==> src/rtl/ppfs_pkg.sv <==
package ppfs_pkg;
    localparam int CLK_PERIOD_NS = 10;
    localparam int STATE_TIME_NS = 20;
    localparam int STATE_CYC =
        (STATE_TIME_NS + CLK_PERIOD_NS - 1) / CLK_PERIOD_NS;
    localparam int STRETCH_STATES = 16;
    localparam int STRETCH_CYC = STRETCH_STATES * STATE_CYC;
    localparam int BLANK_CYC = 3;
    localparam logic [7:0] A_PORT_ONE = 8'h0F;
    localparam logic [7:0] A_PORT_TWO = 8'h10;
    localparam logic [7:0] A_SERIAL_CTL = 8'h11;
    localparam logic [7:0] A_SECOND_MASK = 8'h13;
    localparam logic [7:0] A_FAST_MASK = 8'h14;
    localparam logic [7:0] A_IOC_ZERO = 8'h15;
    localparam logic [7:0] A_IOC_ONE = 8'h16;
    localparam logic [7:0] A_IOC_TWO = 8'h17;
    localparam logic [7:0] A_IOC_THREE = 8'h18;
    localparam logic [7:0] A_DUTY_B = 8'h19;
    localparam logic [7:0] A_DUTY_C = 8'h1A;
    localparam logic [7:0] A_STATUS = 8'h1B;
    localparam logic [7:0] RST_ZERO = 8'h00;
    localparam logic [7:0] RST_PORT_ONE = 8'hFF;
    localparam int B_MASK_EN = 0;
    localparam int B_HSI_EN = 0;
    localparam int B_T2_A = 3;
    localparam int B_T2_B = 5;
    localparam int B_EXT_SEL = 1;
    localparam int B_TXD_SEL = 5;
    localparam int B_PWM_FREQ = 2;
    localparam int B_PWM_B = 2;
    localparam int B_PWM_C = 3;
    localparam int B_RXD_SEL = 3;
    localparam int N_IN = 14;
    localparam int I_ALT = 13;
    localparam int I_HSI = 12;
    localparam int I_P22 = 11;
    localparam int I_P21 = 10;
    localparam int I_RST = 9;
    localparam int I_ICT = 8;
    localparam logic [1:0] SER_MODE0 = 2'h0;
    localparam logic [5:0] STRETCH_LAST = 6'(STRETCH_CYC - 1);
    localparam logic [5:0] BLANK_LAST = 6'(BLANK_CYC - 1);
    typedef struct packed {
        logic [7:0] addr;
        logic [7:0] wdata;
        logic       wr;
        logic       rd;
    } ppfs_bus_req_t;
    typedef struct packed {
        logic second_ext;
        logic primary_ext;
        logic fast_in_zero;
    } ppfs_irq_t;
    typedef enum logic [2:0] {
        RS_IDLE  = 3'b001,
        RS_DRIVE = 3'b010,
        RS_BLANK = 3'b100
    } ppfs_rst_state_t;
endpackage

==> src/rtl/ppfs_pin_select.sv <==
`timescale 1ns/1ps
`default_nettype none
module ppfs_pin_select (
    input  wire logic                   clk_sys,
    input  wire logic                   rst_n,
    input  wire ppfs_pkg::ppfs_bus_req_t bus_req,
    output var  logic [7:0]             rd_data,
    output var  ppfs_pkg::ppfs_irq_t    irq_pulse,
    output var  logic                   wake_up,
    output var  logic                   fast_capture,
    output var  logic                   second_timer_clear,
    output var  logic                   test_mode,
    output var  logic                   core_reset_n,
    input  wire logic                   power_down,
    input  wire logic                   ext_irq_alt_pin,
    input  wire logic                   fast_input_zero,
    input  wire logic                   port_two_bit_two,
    input  wire logic                   port_two_bit_one_in,
    output var  logic                   port_two_bit_one_out,
    output var  logic                   port_two_bit_one_oe,
    output var  logic                   port_two_bit_zero,
    input  wire logic                   reset_line_in,
    output var  logic                   reset_line_out,
    output var  logic                   reset_line_oe,
    input  wire logic                   in_circuit_test_strap,
    input  wire logic [7:0]             port_one_in,
    output var  logic [7:0]             port_one_out,
    output var  logic [7:0]             port_one_oe,
    input  wire logic [1:0]             serial_mode,
    input  wire logic                   uart_txd,
    input  wire logic                   uart_shift_clk,
    input  wire logic                   uart_rxd_drive,
    output var  logic                   serial_rx_data
);
    import ppfs_pkg::*;

    function automatic logic rise(input logic now, input logic prev);
        rise = now & ~prev;
    endfunction

    // ************************************************************
    // Input synchronisers.
    // ************************************************************
    logic [N_IN-1:0] in_s1_reg;
    logic [N_IN-1:0] in_s2_reg;
    logic [N_IN-1:0] in_s3_reg;
    logic [N_IN-1:0] pins;
    assign pins = {ext_irq_alt_pin, fast_input_zero, port_two_bit_two,
                   port_two_bit_one_in, reset_line_in,
                   in_circuit_test_strap, port_one_in};

    always_ff @(posedge clk_sys) begin
        if (!rst_n) begin
            in_s1_reg <= '0;
            in_s2_reg <= '0;
            in_s3_reg <= '0;
        end else begin
            in_s1_reg <= pins;
            in_s2_reg <= in_s1_reg;
            in_s3_reg <= in_s2_reg;
        end
    end

    // ************************************************************
    // Register file.
    // ************************************************************
    logic [7:0] port_one_reg;
    logic       port_two_reg;
    logic [7:0] serial_port_control;
    logic [7:0] second_irq_mask_reg;
    logic [7:0] fast_irq_mask_reg;
    logic [7:0] io_control_zero;
    logic [7:0] io_control_one;
    logic [7:0] io_control_two;
    logic [7:0] io_control_three;
    logic [7:0] pulse_b_duty_reg;
    logic [7:0] pulse_c_duty_reg;
    logic [7:0] quasi_kick_reg;
    logic [7:0] rd_data_reg;
    logic [7:0] rd_data_next;
    logic       test_mode_reg;
    ppfs_rst_state_t rst_state_reg;

    always_ff @(posedge clk_sys) begin
        if (!rst_n) begin
            port_one_reg        <= RST_PORT_ONE;
            port_two_reg        <= 1'b1;
            serial_port_control <= RST_ZERO;
            second_irq_mask_reg <= RST_ZERO;
            fast_irq_mask_reg   <= RST_ZERO;
            io_control_zero     <= RST_ZERO;
            io_control_one      <= RST_ZERO;
            io_control_two      <= RST_ZERO;
            io_control_three    <= RST_ZERO;
            pulse_b_duty_reg    <= RST_ZERO;
            pulse_c_duty_reg    <= RST_ZERO;
            quasi_kick_reg      <= RST_ZERO;
        end else begin
            quasi_kick_reg <= RST_ZERO;
            if (bus_req.wr) begin
                case (bus_req.addr)
                    A_PORT_ONE: begin
                        port_one_reg   <= bus_req.wdata;
                        quasi_kick_reg <= bus_req.wdata & ~port_one_reg;
                    end
                    A_PORT_TWO:    port_two_reg <= bus_req.wdata[0];
                    A_SERIAL_CTL:  serial_port_control <= bus_req.wdata;
                    A_SECOND_MASK: second_irq_mask_reg <= bus_req.wdata;
                    A_FAST_MASK:   fast_irq_mask_reg <= bus_req.wdata;
                    A_IOC_ZERO:    io_control_zero <= bus_req.wdata;
                    A_IOC_ONE:     io_control_one <= bus_req.wdata;
                    A_IOC_TWO:     io_control_two <= bus_req.wdata;
                    A_IOC_THREE:   io_control_three <= bus_req.wdata;
                    A_DUTY_B:      pulse_b_duty_reg <= bus_req.wdata;
                    A_DUTY_C:      pulse_c_duty_reg <= bus_req.wdata;
                    default: begin
                    end
                endcase
            end
        end
    end

    always_comb begin
        case (bus_req.addr)
            A_PORT_ONE:    rd_data_next = in_s2_reg[7:0];
            A_PORT_TWO:    rd_data_next = {5'h00, in_s2_reg[I_P22],
                                           in_s2_reg[I_P21], port_two_reg};
            A_SERIAL_CTL:  rd_data_next = serial_port_control;
            A_SECOND_MASK: rd_data_next = second_irq_mask_reg;
            A_FAST_MASK:   rd_data_next = fast_irq_mask_reg;
            A_IOC_ZERO:    rd_data_next = io_control_zero;
            A_IOC_ONE:     rd_data_next = io_control_one;
            A_IOC_TWO:     rd_data_next = io_control_two;
            A_IOC_THREE:   rd_data_next = io_control_three;
            A_DUTY_B:      rd_data_next = pulse_b_duty_reg;
            A_DUTY_C:      rd_data_next = pulse_c_duty_reg;
            A_STATUS:      rd_data_next = {5'h00, rst_state_reg == RS_IDLE,
                                           core_reset_n, test_mode_reg};
            default:       rd_data_next = RST_ZERO;
        endcase
    end

    always_ff @(posedge clk_sys) begin
        if (!rst_n) begin
            rd_data_reg <= RST_ZERO;
        end else begin
            rd_data_reg <= bus_req.rd ? rd_data_next : RST_ZERO;
        end
    end
    assign rd_data = rd_data_reg;

    // ************************************************************
    // Interrupt and event detection.
    // ************************************************************
    logic p22_rise;
    logic alt_rise;
    logic hsi_rise;
    logic prim_level;
    assign p22_rise = rise(in_s2_reg[I_P22], in_s3_reg[I_P22]);
    assign alt_rise = rise(in_s2_reg[I_ALT], in_s3_reg[I_ALT]);
    assign hsi_rise = rise(in_s2_reg[I_HSI], in_s3_reg[I_HSI]);
    assign prim_level = io_control_one[B_EXT_SEL] ? in_s2_reg[I_ALT]
                                                  : in_s2_reg[I_P22];

    always_ff @(posedge clk_sys) begin
        if (!rst_n) begin
            irq_pulse          <= '0;
            wake_up            <= 1'b0;
            fast_capture       <= 1'b0;
            second_timer_clear <= 1'b0;
        end else begin
            irq_pulse.second_ext <= p22_rise
                                    & second_irq_mask_reg[B_MASK_EN];
            irq_pulse.primary_ext <= io_control_one[B_EXT_SEL] ? alt_rise
                                                               : p22_rise;
            irq_pulse.fast_in_zero <= hsi_rise
                                      & fast_irq_mask_reg[B_MASK_EN];
            wake_up <= power_down & prim_level;
            fast_capture <= hsi_rise & io_control_zero[B_HSI_EN];
            second_timer_clear <= hsi_rise & io_control_zero[B_T2_A]
                                  & io_control_zero[B_T2_B];
        end
    end

    // ************************************************************
    // Reset line stretcher and test strap.
    // ************************************************************
    logic [5:0] rst_cnt_reg;

    always_ff @(posedge clk_sys) begin
        if (!rst_n) begin
            rst_state_reg <= RS_IDLE;
            rst_cnt_reg   <= 6'h00;
            reset_line_oe <= 1'b0;
        end else begin
            case (rst_state_reg)
                RS_IDLE: begin
                    if (!in_s2_reg[I_RST]) begin
                        rst_state_reg <= RS_DRIVE;
                        rst_cnt_reg   <= STRETCH_LAST;
                        reset_line_oe <= 1'b1;
                    end
                end
                RS_DRIVE: begin
                    if (rst_cnt_reg == 6'h00) begin
                        rst_state_reg <= RS_BLANK;
                        rst_cnt_reg   <= BLANK_LAST;
                        reset_line_oe <= 1'b0;
                    end else begin
                        rst_cnt_reg <= rst_cnt_reg - 6'h01;
                    end
                end
                RS_BLANK: begin
                    if (rst_cnt_reg == 6'h00) begin
                        rst_state_reg <= RS_IDLE;
                    end else begin
                        rst_cnt_reg <= rst_cnt_reg - 6'h01;
                    end
                end
                default: begin
                    rst_state_reg <= RS_IDLE;
                    reset_line_oe <= 1'b0;
                end
            endcase
        end
    end

    logic core_release;
    assign core_release = (rst_state_reg == RS_IDLE) & in_s2_reg[I_RST];

    always_ff @(posedge clk_sys) begin
        if (!rst_n) begin
            core_reset_n   <= 1'b0;
            test_mode_reg  <= 1'b0;
            reset_line_out <= 1'b0;
        end else begin
            core_reset_n <= core_release;
            if (core_release && !core_reset_n) begin
                test_mode_reg <= ~in_s2_reg[I_ICT];
            end
        end
    end
    assign test_mode = test_mode_reg;

    // ************************************************************
    // Pulse width channels.
    // ************************************************************
    logic [7:0] pwm_cnt_reg;
    logic       pwm_pre_reg;
    logic       pwm_b_reg;
    logic       pwm_c_reg;

    always_ff @(posedge clk_sys) begin
        if (!rst_n) begin
            pwm_cnt_reg <= RST_ZERO;
            pwm_pre_reg <= 1'b0;
            pwm_b_reg   <= 1'b0;
            pwm_c_reg   <= 1'b0;
        end else begin
            pwm_pre_reg <= ~pwm_pre_reg;
            if (!io_control_two[B_PWM_FREQ] || pwm_pre_reg) begin
                pwm_cnt_reg <= pwm_cnt_reg + 8'h01;
            end
            pwm_b_reg <= pwm_cnt_reg < pulse_b_duty_reg;
            pwm_c_reg <= pwm_cnt_reg < pulse_c_duty_reg;
        end
    end

    // ************************************************************
    // Pin drivers.
    // ************************************************************
    logic [7:0] p1_alt;
    logic [7:0] p1_alt_val;
    assign p1_alt = {3'h0, io_control_three[B_PWM_C],
                     io_control_three[B_PWM_B], 3'h0};
    assign p1_alt_val = {3'h0, pwm_c_reg, pwm_b_reg, 3'h0};

    always_ff @(posedge clk_sys) begin
        if (!rst_n) begin
            port_one_out         <= RST_PORT_ONE;
            port_one_oe          <= RST_ZERO;
            port_two_bit_zero    <= 1'b1;
            port_two_bit_one_out <= 1'b0;
            port_two_bit_one_oe  <= 1'b0;
            serial_rx_data       <= 1'b1;
        end else begin
            port_one_out <= (p1_alt & p1_alt_val)
                            | (~p1_alt & port_one_reg);
            port_one_oe <= p1_alt | ~port_one_reg | quasi_kick_reg;
            if (io_control_one[B_TXD_SEL]) begin
                port_two_bit_zero <= (serial_mode == SER_MODE0)
                                     ? uart_shift_clk : uart_txd;
            end else begin
                port_two_bit_zero <= port_two_reg;
            end
            port_two_bit_one_oe <= serial_port_control[B_RXD_SEL]
                                   & (serial_mode == SER_MODE0)
                                   & ~uart_rxd_drive;
            serial_rx_data <= serial_port_control[B_RXD_SEL]
                              ? in_s2_reg[I_P21] : 1'b1;
        end
    end

    int unsigned oe_run;
    always_ff @(posedge clk_sys) begin
        if (!rst_n || !reset_line_oe) begin
            oe_run <= 0;
        end else begin
            oe_run <= oe_run + 1;
        end
    end
endmodule
`default_nettype wire

==> config.mk <==
export PLATFORM = sky130hd
export DESIGN_NAME = ppfs_pin_select
export DESIGN_NICKNAME = d
export VERILOG_FILES = /design/src/rtl/ppfs_pkg.sv /design/src/rtl/ppfs_pin_select.sv
export SDC_FILE = /design/constraint.sdc
export NUM_CORES = 1
export LEC_CHECK = 0
export BUFFER_PORTS_ARGS = -buffer_cell sky130_fd_sc_hd__buf_2
export CAP_MARGIN = 20
export CORE_AREA = 2 2 142 144
export DETAILED_ROUTE_END_ITERATION = 10
export DIE_AREA = 0 0 144 146
export GPL_ROUTABILITY_DRIVEN = 0
export PLACE_DENSITY = 0.62
export SKIP_CTS_REPAIR_TIMING = 1
export SLEW_MARGIN = 30
export SYNTH_ARGS = -nofsm -noshare
export SYNTH_HDL_FRONTEND = slang
export SYNTH_SLANG_ARGS = --single-unit
export TNS_END_PERCENT = 1
==> constraint.sdc <==
create_clock -name clk_sys -period 6.3 [get_ports clk_sys]
set_clock_uncertainty 0.15 [all_clocks]
set_input_delay 1.26 -clock clk_sys [delete_from_list [all_inputs] [get_ports clk_sys]]
set_output_delay 1.26 -clock clk_sys [all_outputs]
set_load 0.02 [all_outputs]
==> impl_metrics.json, run 1 <==
{
  "num_io_pins": 78,
  "ys_seq_elements": 176,
  "drtIter0Drc": 451,
  "postRouteAntennaNets": 0,
  "synth_area_leaders": "dfxtp_1 (49%), mux2i_1 (10%), nor2_1 (5.5%)",
  "p_leak_nw": 3.175,
  "clk_path_buf_depth": 2,
  "layout-drive-gt1-share_pct": 15.25,
  "h-tree-depth": 4,
  "overflow": 0,
  "cp-start-kind": "input pin",
  "p_per_area_nw_per_um2": 282.5,
  "ys_async_sr_fraction_pct": 0,
  "dpl.hpwl_um": 11980,
  "ys_seq_area_share_pct": 48.55,
  "tightest_slew_ns": 0.8699,
  "placed_area_um2": 7709,
  "end_kind": "flip-flop",
  "vias": 5565,
  "final_nets": 870,
  "dieArea_um2": 21020,
  "diodes": 0,
  "final_cell_area_um2": 8299,
  "fin_crit_sh_pct": 59.17,
  "io_buffer_count": 75,
  "yosysWarnings": 0,
  "grt_pass1_wl_um": 28670,
  "yosysMostFrequentCell": "dfxtp_1",
  "core_region_area_um2": 19330,
  "grt_max_degree": 64,
  "maxSlewViolCount": 0,
  "period_minus_slack_ns": 3.727,
  "drt_wl_total_um": 17940,
  "path_max_fanout": 12,
  "status": "completed",
  "root_buffer": "clkbuf_16",
  "synth_top_area_share_pct": 48.55,
  "setup_viol": 0,
  "ir_drop_v": 0.0001787,
  "timing.slew.headroom_pct": 41.75,
  "synth_ff_type": "dfxtp_1",
  "numCtsBuffers": 17,
  "syn_to_final_growth_pct": 14.36,
  "antenna_found_initial": 0,
  "synth_cell_type_count": 63,
  "path_clk_slew_ns": 0.07,
  "grt_pass1_vias": 5203,
  "rows": 51,
  "worstPathArrival_ns": 3.86,
  "setup_slack_ns": 2.573,
  "clock_sinks": 176,
  "required_ns": 6.43,
  "dpl_worst_slack_ns": 2.243,
  "fmaxAchievable_mhz": 268.3,
  "clk_latency_ns": 0.43,
  "drc_errors": 0,
  "vias_per_cell": 5.101,
  "final_hold_viol_count": 0,
  "holdCritPathClass": "flip-flop to flip-flop",
  "start_util_pct": 37.53,
  "grt_usage_pct": 17.64,
  "synth_top_area_cell": "dfxtp_1",
  "syn_area_um2": 7257,
  "worstSetupPathType": "input pin to flip-flop",
  "postLayoutCoreUtil_pct": 42.92,
  "cts_tree": "built",
  "rsz0062_at_grt": "no",
  "maxCapViolCount": 0,
  "synthCells": 770,
  "power_mw": 2.345,
  "synth_commonest_cells": "dfxtp_1 (176), nor2_1 (106), mux2i_1 (75)",
  "synth_edf_count": 0,
  "wl_per_cell_um": 16.44,
  "synth_area_per_cell_um2": 9.425,
  "dr.pass1.iters": 5,
  "die_h_um": 146,
  "die_w_um": 144,
  "tns_ns": 0
}
==> cell type report <==
cell class | instances | area, µm²
clock buffers | 17 | 425.4
well taps | 265 | 331.6
inverters | 25 | 93.84
fillers | 1911 | 11040
flip-flops and latches | 176 | 3523
clock inverters | 15 | 165.2
repair buffers | 79 | 405.4
multi-input cells | 514 | 3354
==> final timing paths <==
kind         slack, ns            from                  to  cells after the start
min               0.25     pwm_pre_reg         pwm_pre_reg                      1
max reg2reg       4.22  rst_cnt_reg[0]      rst_cnt_reg[2]                      7
min reg2reg       0.25     pwm_pre_reg         pwm_pre_reg                      1
max               2.57     bus_req[17]  io_control_zero[2]                      6
==> power by group <==
group          leakage (nW)  total, mW  switching, mW  internal (mW)
Combinational          1.46      0.155         0.0995         0.0555
Clock                 0.288       1.04          0.502          0.533
Sequential             1.43       1.15         0.0199           1.13
==> metal layers <==
metal,routed length [µm],up-vias,track usage [%]
li1,-,2726,-
met1,8286,2633,23.67
met2,8177,183,27.69
met3,1194,23,4.936
met4,281,0,5.049
met5,0,-,0
==> kinds of logic after synthesis <==
kind of cell / after synthesis / share of synthesized area, %
AO/OA/AOI/OAI: 128 / 11.95
XOR/XNOR: 9 / 1.086
adder cells (fa/ha/maj): 17 / 2.931
buffers and inverters: 81 / 5.276
flip-flops: 176 / 48.55
multiplexers: 77 / 10.66
other: 1 / 0.05167
AND/OR/NAND/NOR: 281 / 19.50
==> critical path, stage by stage <==
cell and delay, ns:
buf_2 0.11, or4b_1 0.73, nor3b_2 0.78, and3_1 0.61, mux2i_1 0.29, nor2_1 0.06
==> through the flow <==
stage | hold slack, ns | std cells
finish | 0.2481 | 1091
global route | 0.2733 | 1091
CTS | 0.2484 | 1091
detailed placement | 0.2386 | 1059
global placement | 0.2356 | 1059
floorplan | 0.2276 | 771
==> layout by cell type, fill, tap and decap left out, drive strengths merged, types with 5 or more instances in the layout <==
cell type	instances
xor2	6
nor3b	7
nor3	8
a311oi	5
a21oi	29
a31oi	11
and3	11
dfxtp	176
nand2	50
nand3	14
clkinv	7
a32oi	5
a22o	13
a22oi	12
nand3b	5
buf	79
mux2i	75
nor2	108
nor2b	13
o21ai	23
a21o	7
ha	17
clkbuf	17
and2	37
inv	32
nand2b	13
Power figures use the tool's default switching activity.
==> inputs of run 2 (changes only) <==
clock period = 3.7 ns   (was 6.3 ns; I/O delays follow)
==> run 2 against run 1 <==
Worst hold slack hardly changed. Setup slack got worse by 1.7 ns. Largest power group unchanged. Via count about the same. Clock power is 76% higher. Design area grew 1.4%. Final cell count increased by 1.0%.
==> impl_metrics.json, run 2 (synthesized netlist as in run 1, its figures left out) <==
{
  "path_clk_slew_ns": 0.07,
  "layout-drive-gt1-share_pct": 16.37,
  "h-tree-depth": 4,
  "required_ns": 3.86,
  "clock_sinks": 176,
  "worstPathArrival_ns": 2.96,
  "wl_per_cell_um": 16.49,
  "fin_cells": 1102,
  "grt_pass1_wl_um": 28880,
  "core_region_area_um2": 19330,
  "final_cell_mix": "dfxtp_1 (176), nor2_1 (106), mux2i_1 (75), buf_2 (75), nand2_1 (50)",
  "tns_ns": 0,
  "die_w_um": 144,
  "multi_input_area_um2": 3354,
  "worstSetupPathType": "input pin to flip-flop",
  "dr_wl_met3_um": 997,
  "drt_wl_total_um": 18170,
  "syn_to_final_growth_pct": 15.97,
  "cp-endpoint": "io_control_zero[4]",
  "drc_errors": 0,
  "final_cell_area_um2": 8416,
  "worst_r2r_path_depth": 7,
  "holdCritPathClass": "flip-flop to flip-flop",
  "die_h_um": 146,
  "vias": 5568,
  "start_util_pct": 37.53,
  "overflow": 0,
  "cts_tree": "built",
  "end_kind": "flip-flop",
  "hold_depth": 1,
  "clk_latency_ns": 0.44,
  "tightest_slew_ns": 0.6569,
  "crit_start": "bus_req[17]",
  "grt_usage_pct": 17.78,
  "hold_slack_ns": 0.2482,
  "final_common_cell": "dfxtp_1",
  "maxSlewViolCount": 0,
  "nFillCells": 1945,
  "dieArea_um2": 21020,
  "drtIter0Drc": 459,
  "grt_max_degree": 97,
  "grt_pass1_vias": 5279,
  "fmaxAchievable_mhz": 357.1,
  "antenna_found_initial": 0,
  "root_buffer": "clkbuf_16",
  "p_per_area_nw_per_um2": 483.8,
  "postLayoutCoreUtil_pct": 43.53,
  "final_hold_viol_count": 0,
  "met1_length_um": 8629,
  "dpl.hpwl_um": 12270,
  "period_minus_slack_ns": 2.800,
  "path_max_fanout": 8,
  "vias_per_cell": 5.053,
  "p_leak_nw": 3.242,
  "rows": 51,
  "setup_viol": 0,
  "cp-start-kind": "input pin",
  "final_nets": 881,
  "ir_drop_v": 0.0003462,
  "fin_crit_sh_pct": 75.68,
  "rr_endpoint": "rst_cnt_reg[2]",
  "diodes": 0,
  "postRouteAntennaNets": 0,
  "dr_wl_met2_um": 8236,
  "timing.rr.start": "rst_cnt_reg[0]",
  "clk_path_buf_depth": 2,
  "placed_area_um2": 7804,
  "status": "completed",
  "io_buffer_count": 75,
  "maxCapViolCount": 0,
  "rsz0062_at_grt": "no",
  "ff2ff_setup_slack_ns": 1.63,
  "register_area_um2": 3523,
  "dp_cells": 1070,
  "timing.slew.headroom_pct": 56.16,
  "num_io_pins": 78,
  "highest_layer": "met4",
  "numCtsBuffers": 17,
  "dr.pass1.iters": 5
}
run 2: routing by layer:
layer,vias to the layer above,track usage [%]
met5,-,0
met4,0,6.569
met3,27,3.982
met2,172,27.19
met1,2629,24.45
li1,2740,-
run 2: worst min path at each step:
| stage | from | end | slack, ns |
|---|---|---|---|
| finish | pwm_pre_reg | pwm_pre_reg | 0.25 |
| global route | pwm_pre_reg | pwm_pre_reg | 0.27 |
| CTS | pwm_pre_reg | pwm_pre_reg | 0.25 |
| detailed placement | pwm_pre_reg | pwm_pre_reg | 0.24 |
| global placement | pwm_pre_reg | pwm_pre_reg | 0.24 |
| floorplan | pwm_pre_reg | pwm_pre_reg | 0.23 |
run 2: where the power goes:
group	switching, mW	total, mW	internal, mW	leakage, nW
registers	0.0335	1.97	1.93	1.43
clock network	0.861	1.83	0.973	0.295
logic	0.173	0.272	0.0993	1.52
run 2: worst max-delay path: stages:
cell and delay [ns]:
buf_2 0.11, or4b_1 0.73, nor3b_2 0.51, and3_1 0.55, mux2i_1 0.26, nor2_1 0.05
run 2: area by class of cell:
class | instances | share of cell area (%)
clock buffers | 17 | 5.055
clock inverters | 15 | 2.215
inverters | 25 | 1.115
multi-input cells | 514 | 39.86
flip-flops and latches | 176 | 41.87
well taps | 265 | 3.940
repair buffers | 90 | 5.947
run 2: through the flow:
stage	total power [mW]	setup slack (ns)
after floorplan	2.187	1.146
after detailed placement	2.279	0.5156
after global routing	4.229	0.8000
after global placement	2.277	0.5436
after CTS	4.106	0.9641
final	4.072	0.8998
==> inputs of run 3 (changes only) <==
PLACE_DENSITY = 0.64   (was 0.62)
clock period = 2.3 ns   (was 3.7 ns; I/O delays follow)
==> run 3 against run 2 <==
Die area stayed put. Clock-buffer cell count stayed put. Routed wire length is 1.1% higher. Setup slack worse by 0.82 ns. Highest routed layer unchanged. Non-clock buffer count is 36 higher. Sequential cell count stayed put. Sequential power is 60% higher. Critical path type unchanged. Critical path depth is 1 higher. Via count is 2.4% higher.
==> impl_metrics.json, run 3 (synthesized netlist as in run 1, its figures left out) <==
{
  "status": "completed",
  "worstSetupPathType": "input pin to flip-flop",
  "register_area_um2": 3523,
  "postRouteAntennaNets": 0,
  "syn_to_final_growth_pct": 21.33,
  "ff2ff_setup_slack_ns": 0.25,
  "dpl_worst_slack_ns": -0.3422,
  "drtIter0Drc": 384,
  "setup_slack_ns": 0.07850,
  "multi_input_area_um2": 3354,
  "rows": 51,
  "postLayoutCoreUtil_pct": 45.54,
  "use_met3_pct": 3.718,
  "dieArea_um2": 21020,
  "start_util_pct": 37.53,
  "final_nets": 917,
  "grt-busiest-layer": "met2",
  "maxCapViolCount": 0,
  "dr.pass1.iters": 5,
  "wl_per_cell_um": 16.14,
  "p_leak_nw": 3.463,
  "final_common_cell": "dfxtp_1",
  "end_kind": "flip-flop",
  "root_buffer": "clkbuf_16",
  "cts_tree": "built",
  "grt_pass1_wl_um": 29270,
  "final_cell_mix": "dfxtp_1 (176), nor2_1 (106), mux2i_1 (75), buf_2 (75), nand2_1 (50)",
  "drt_wl_total_um": 18370,
  "final_hold_viol_count": 0,
  "layout-drive-gt1-share_pct": 19.82,
  "dp_cells": 1106,
  "antenna_found_initial": 0,
  "required_ns": 2.51,
  "timing.slew.headroom_pct": 65.75,
  "clk_path_buf_depth": 2,
  "grt_usage_pct": 18.22,
  "path_clk_slew_ns": 0.08,
  "vias": 5699,
  "clock_sinks": 176,
  "grt_max_degree": 97,
  "io_buffer_count": 75,
  "grtUsageMet1_pct": 24.75,
  "period_minus_slack_ns": 2.222,
  "dpl.hpwl_um": 12790,
  "rsz0062_at_grt": "no",
  "clk_latency_ns": 0.44,
  "grt_pass1_vias": 5334,
  "holdCritPathClass": "input pin to flip-flop",
  "hold_depth": 2,
  "path_max_fanout": 5,
  "h-tree-depth": 4,
  "numCtsBuffers": 17,
  "num_io_pins": 78,
  "final_cell_area_um2": 8805,
  "globalRouteMet2Util_pct": 28.50,
  "fin_cells": 1138,
  "worstPathArrival_ns": 2.43,
  "setup_viol": 0,
  "cp-start-kind": "input pin",
  "core_region_area_um2": 19330,
  "die_w_um": 144,
  "diodes": 0,
  "vias_per_cell": 5.008,
  "worst_r2r_path_depth": 7,
  "p_per_area_nw_per_um2": 755.1,
  "fin_crit_sh_pct": 96.59,
  "maxSlewViolCount": 0,
  "placed_area_um2": 8174,
  "ir_drop_v": 0.0004534,
  "tightest_slew_ns": 0.5073,
  "fmaxAchievable_mhz": 450.1,
  "nFillCells": 1879,
  "drc_errors": 0,
  "overflow": 0,
  "die_h_um": 146
}
## run 3: worst paths after layout
path / startpoint / endpoint
max reg2reg: rst_cnt_reg[0] / rst_cnt_reg[2]
min reg2reg: pwm_pre_reg / pwm_pre_reg
min: uart_rxd_drive / port_two_bit_one_oe
max: bus_req[17] / rd_data[1]
## run 3: critical path, stage by stage
cell and delay [ns]:
buf_2 0.10, or4b_1 0.67, or3_4 0.42, buf_4 0.16, nor3_1 0.27, a221oi_1 0.11
a31oi_1 0.22
## run 3: routing by layer
metal	wire (µm)	share of wire [%]
met5	0	0
met4	303	1.6
met1	8510	46
met3	944	5.1
met2	8613	47
## run 3: area by class of cell
cell class | count | share of cell area, %
inverters | 25 | 1.066
well taps | 265 | 3.766
clock buffers | 17 | 4.832
flip-flops and latches | 176 | 40.02
clock inverters | 15 | 2.331
repair buffers | 126 | 9.891
multi-input cells | 514 | 38.10
## run 3: through the flow
| stage | hold WS (ns) | setup TNS (ns) | power [mW] |
|---|---|---|---|
| 2_1_floorplan | 0.2276 | 0 | 3.519 |
| 3_3_place_gp | 0.2357 | -9.795 | 3.685 |
| 3_5_place_dp | 0.2424 | -11.36 | 3.688 |
| 4_1_cts | 0.01516 | 0 | 6.697 |
| 5_1_grt | 0.01200 | 0 | 6.914 |
| 6_report | 0.02765 | 0 | 6.649 |
## run 3: power breakdown
group          internal (mW)  total, mW  switching (mW)
clock                   1.60       3.03            1.43
combinational          0.181      0.462           0.281
sequential              3.11       3.16          0.0511
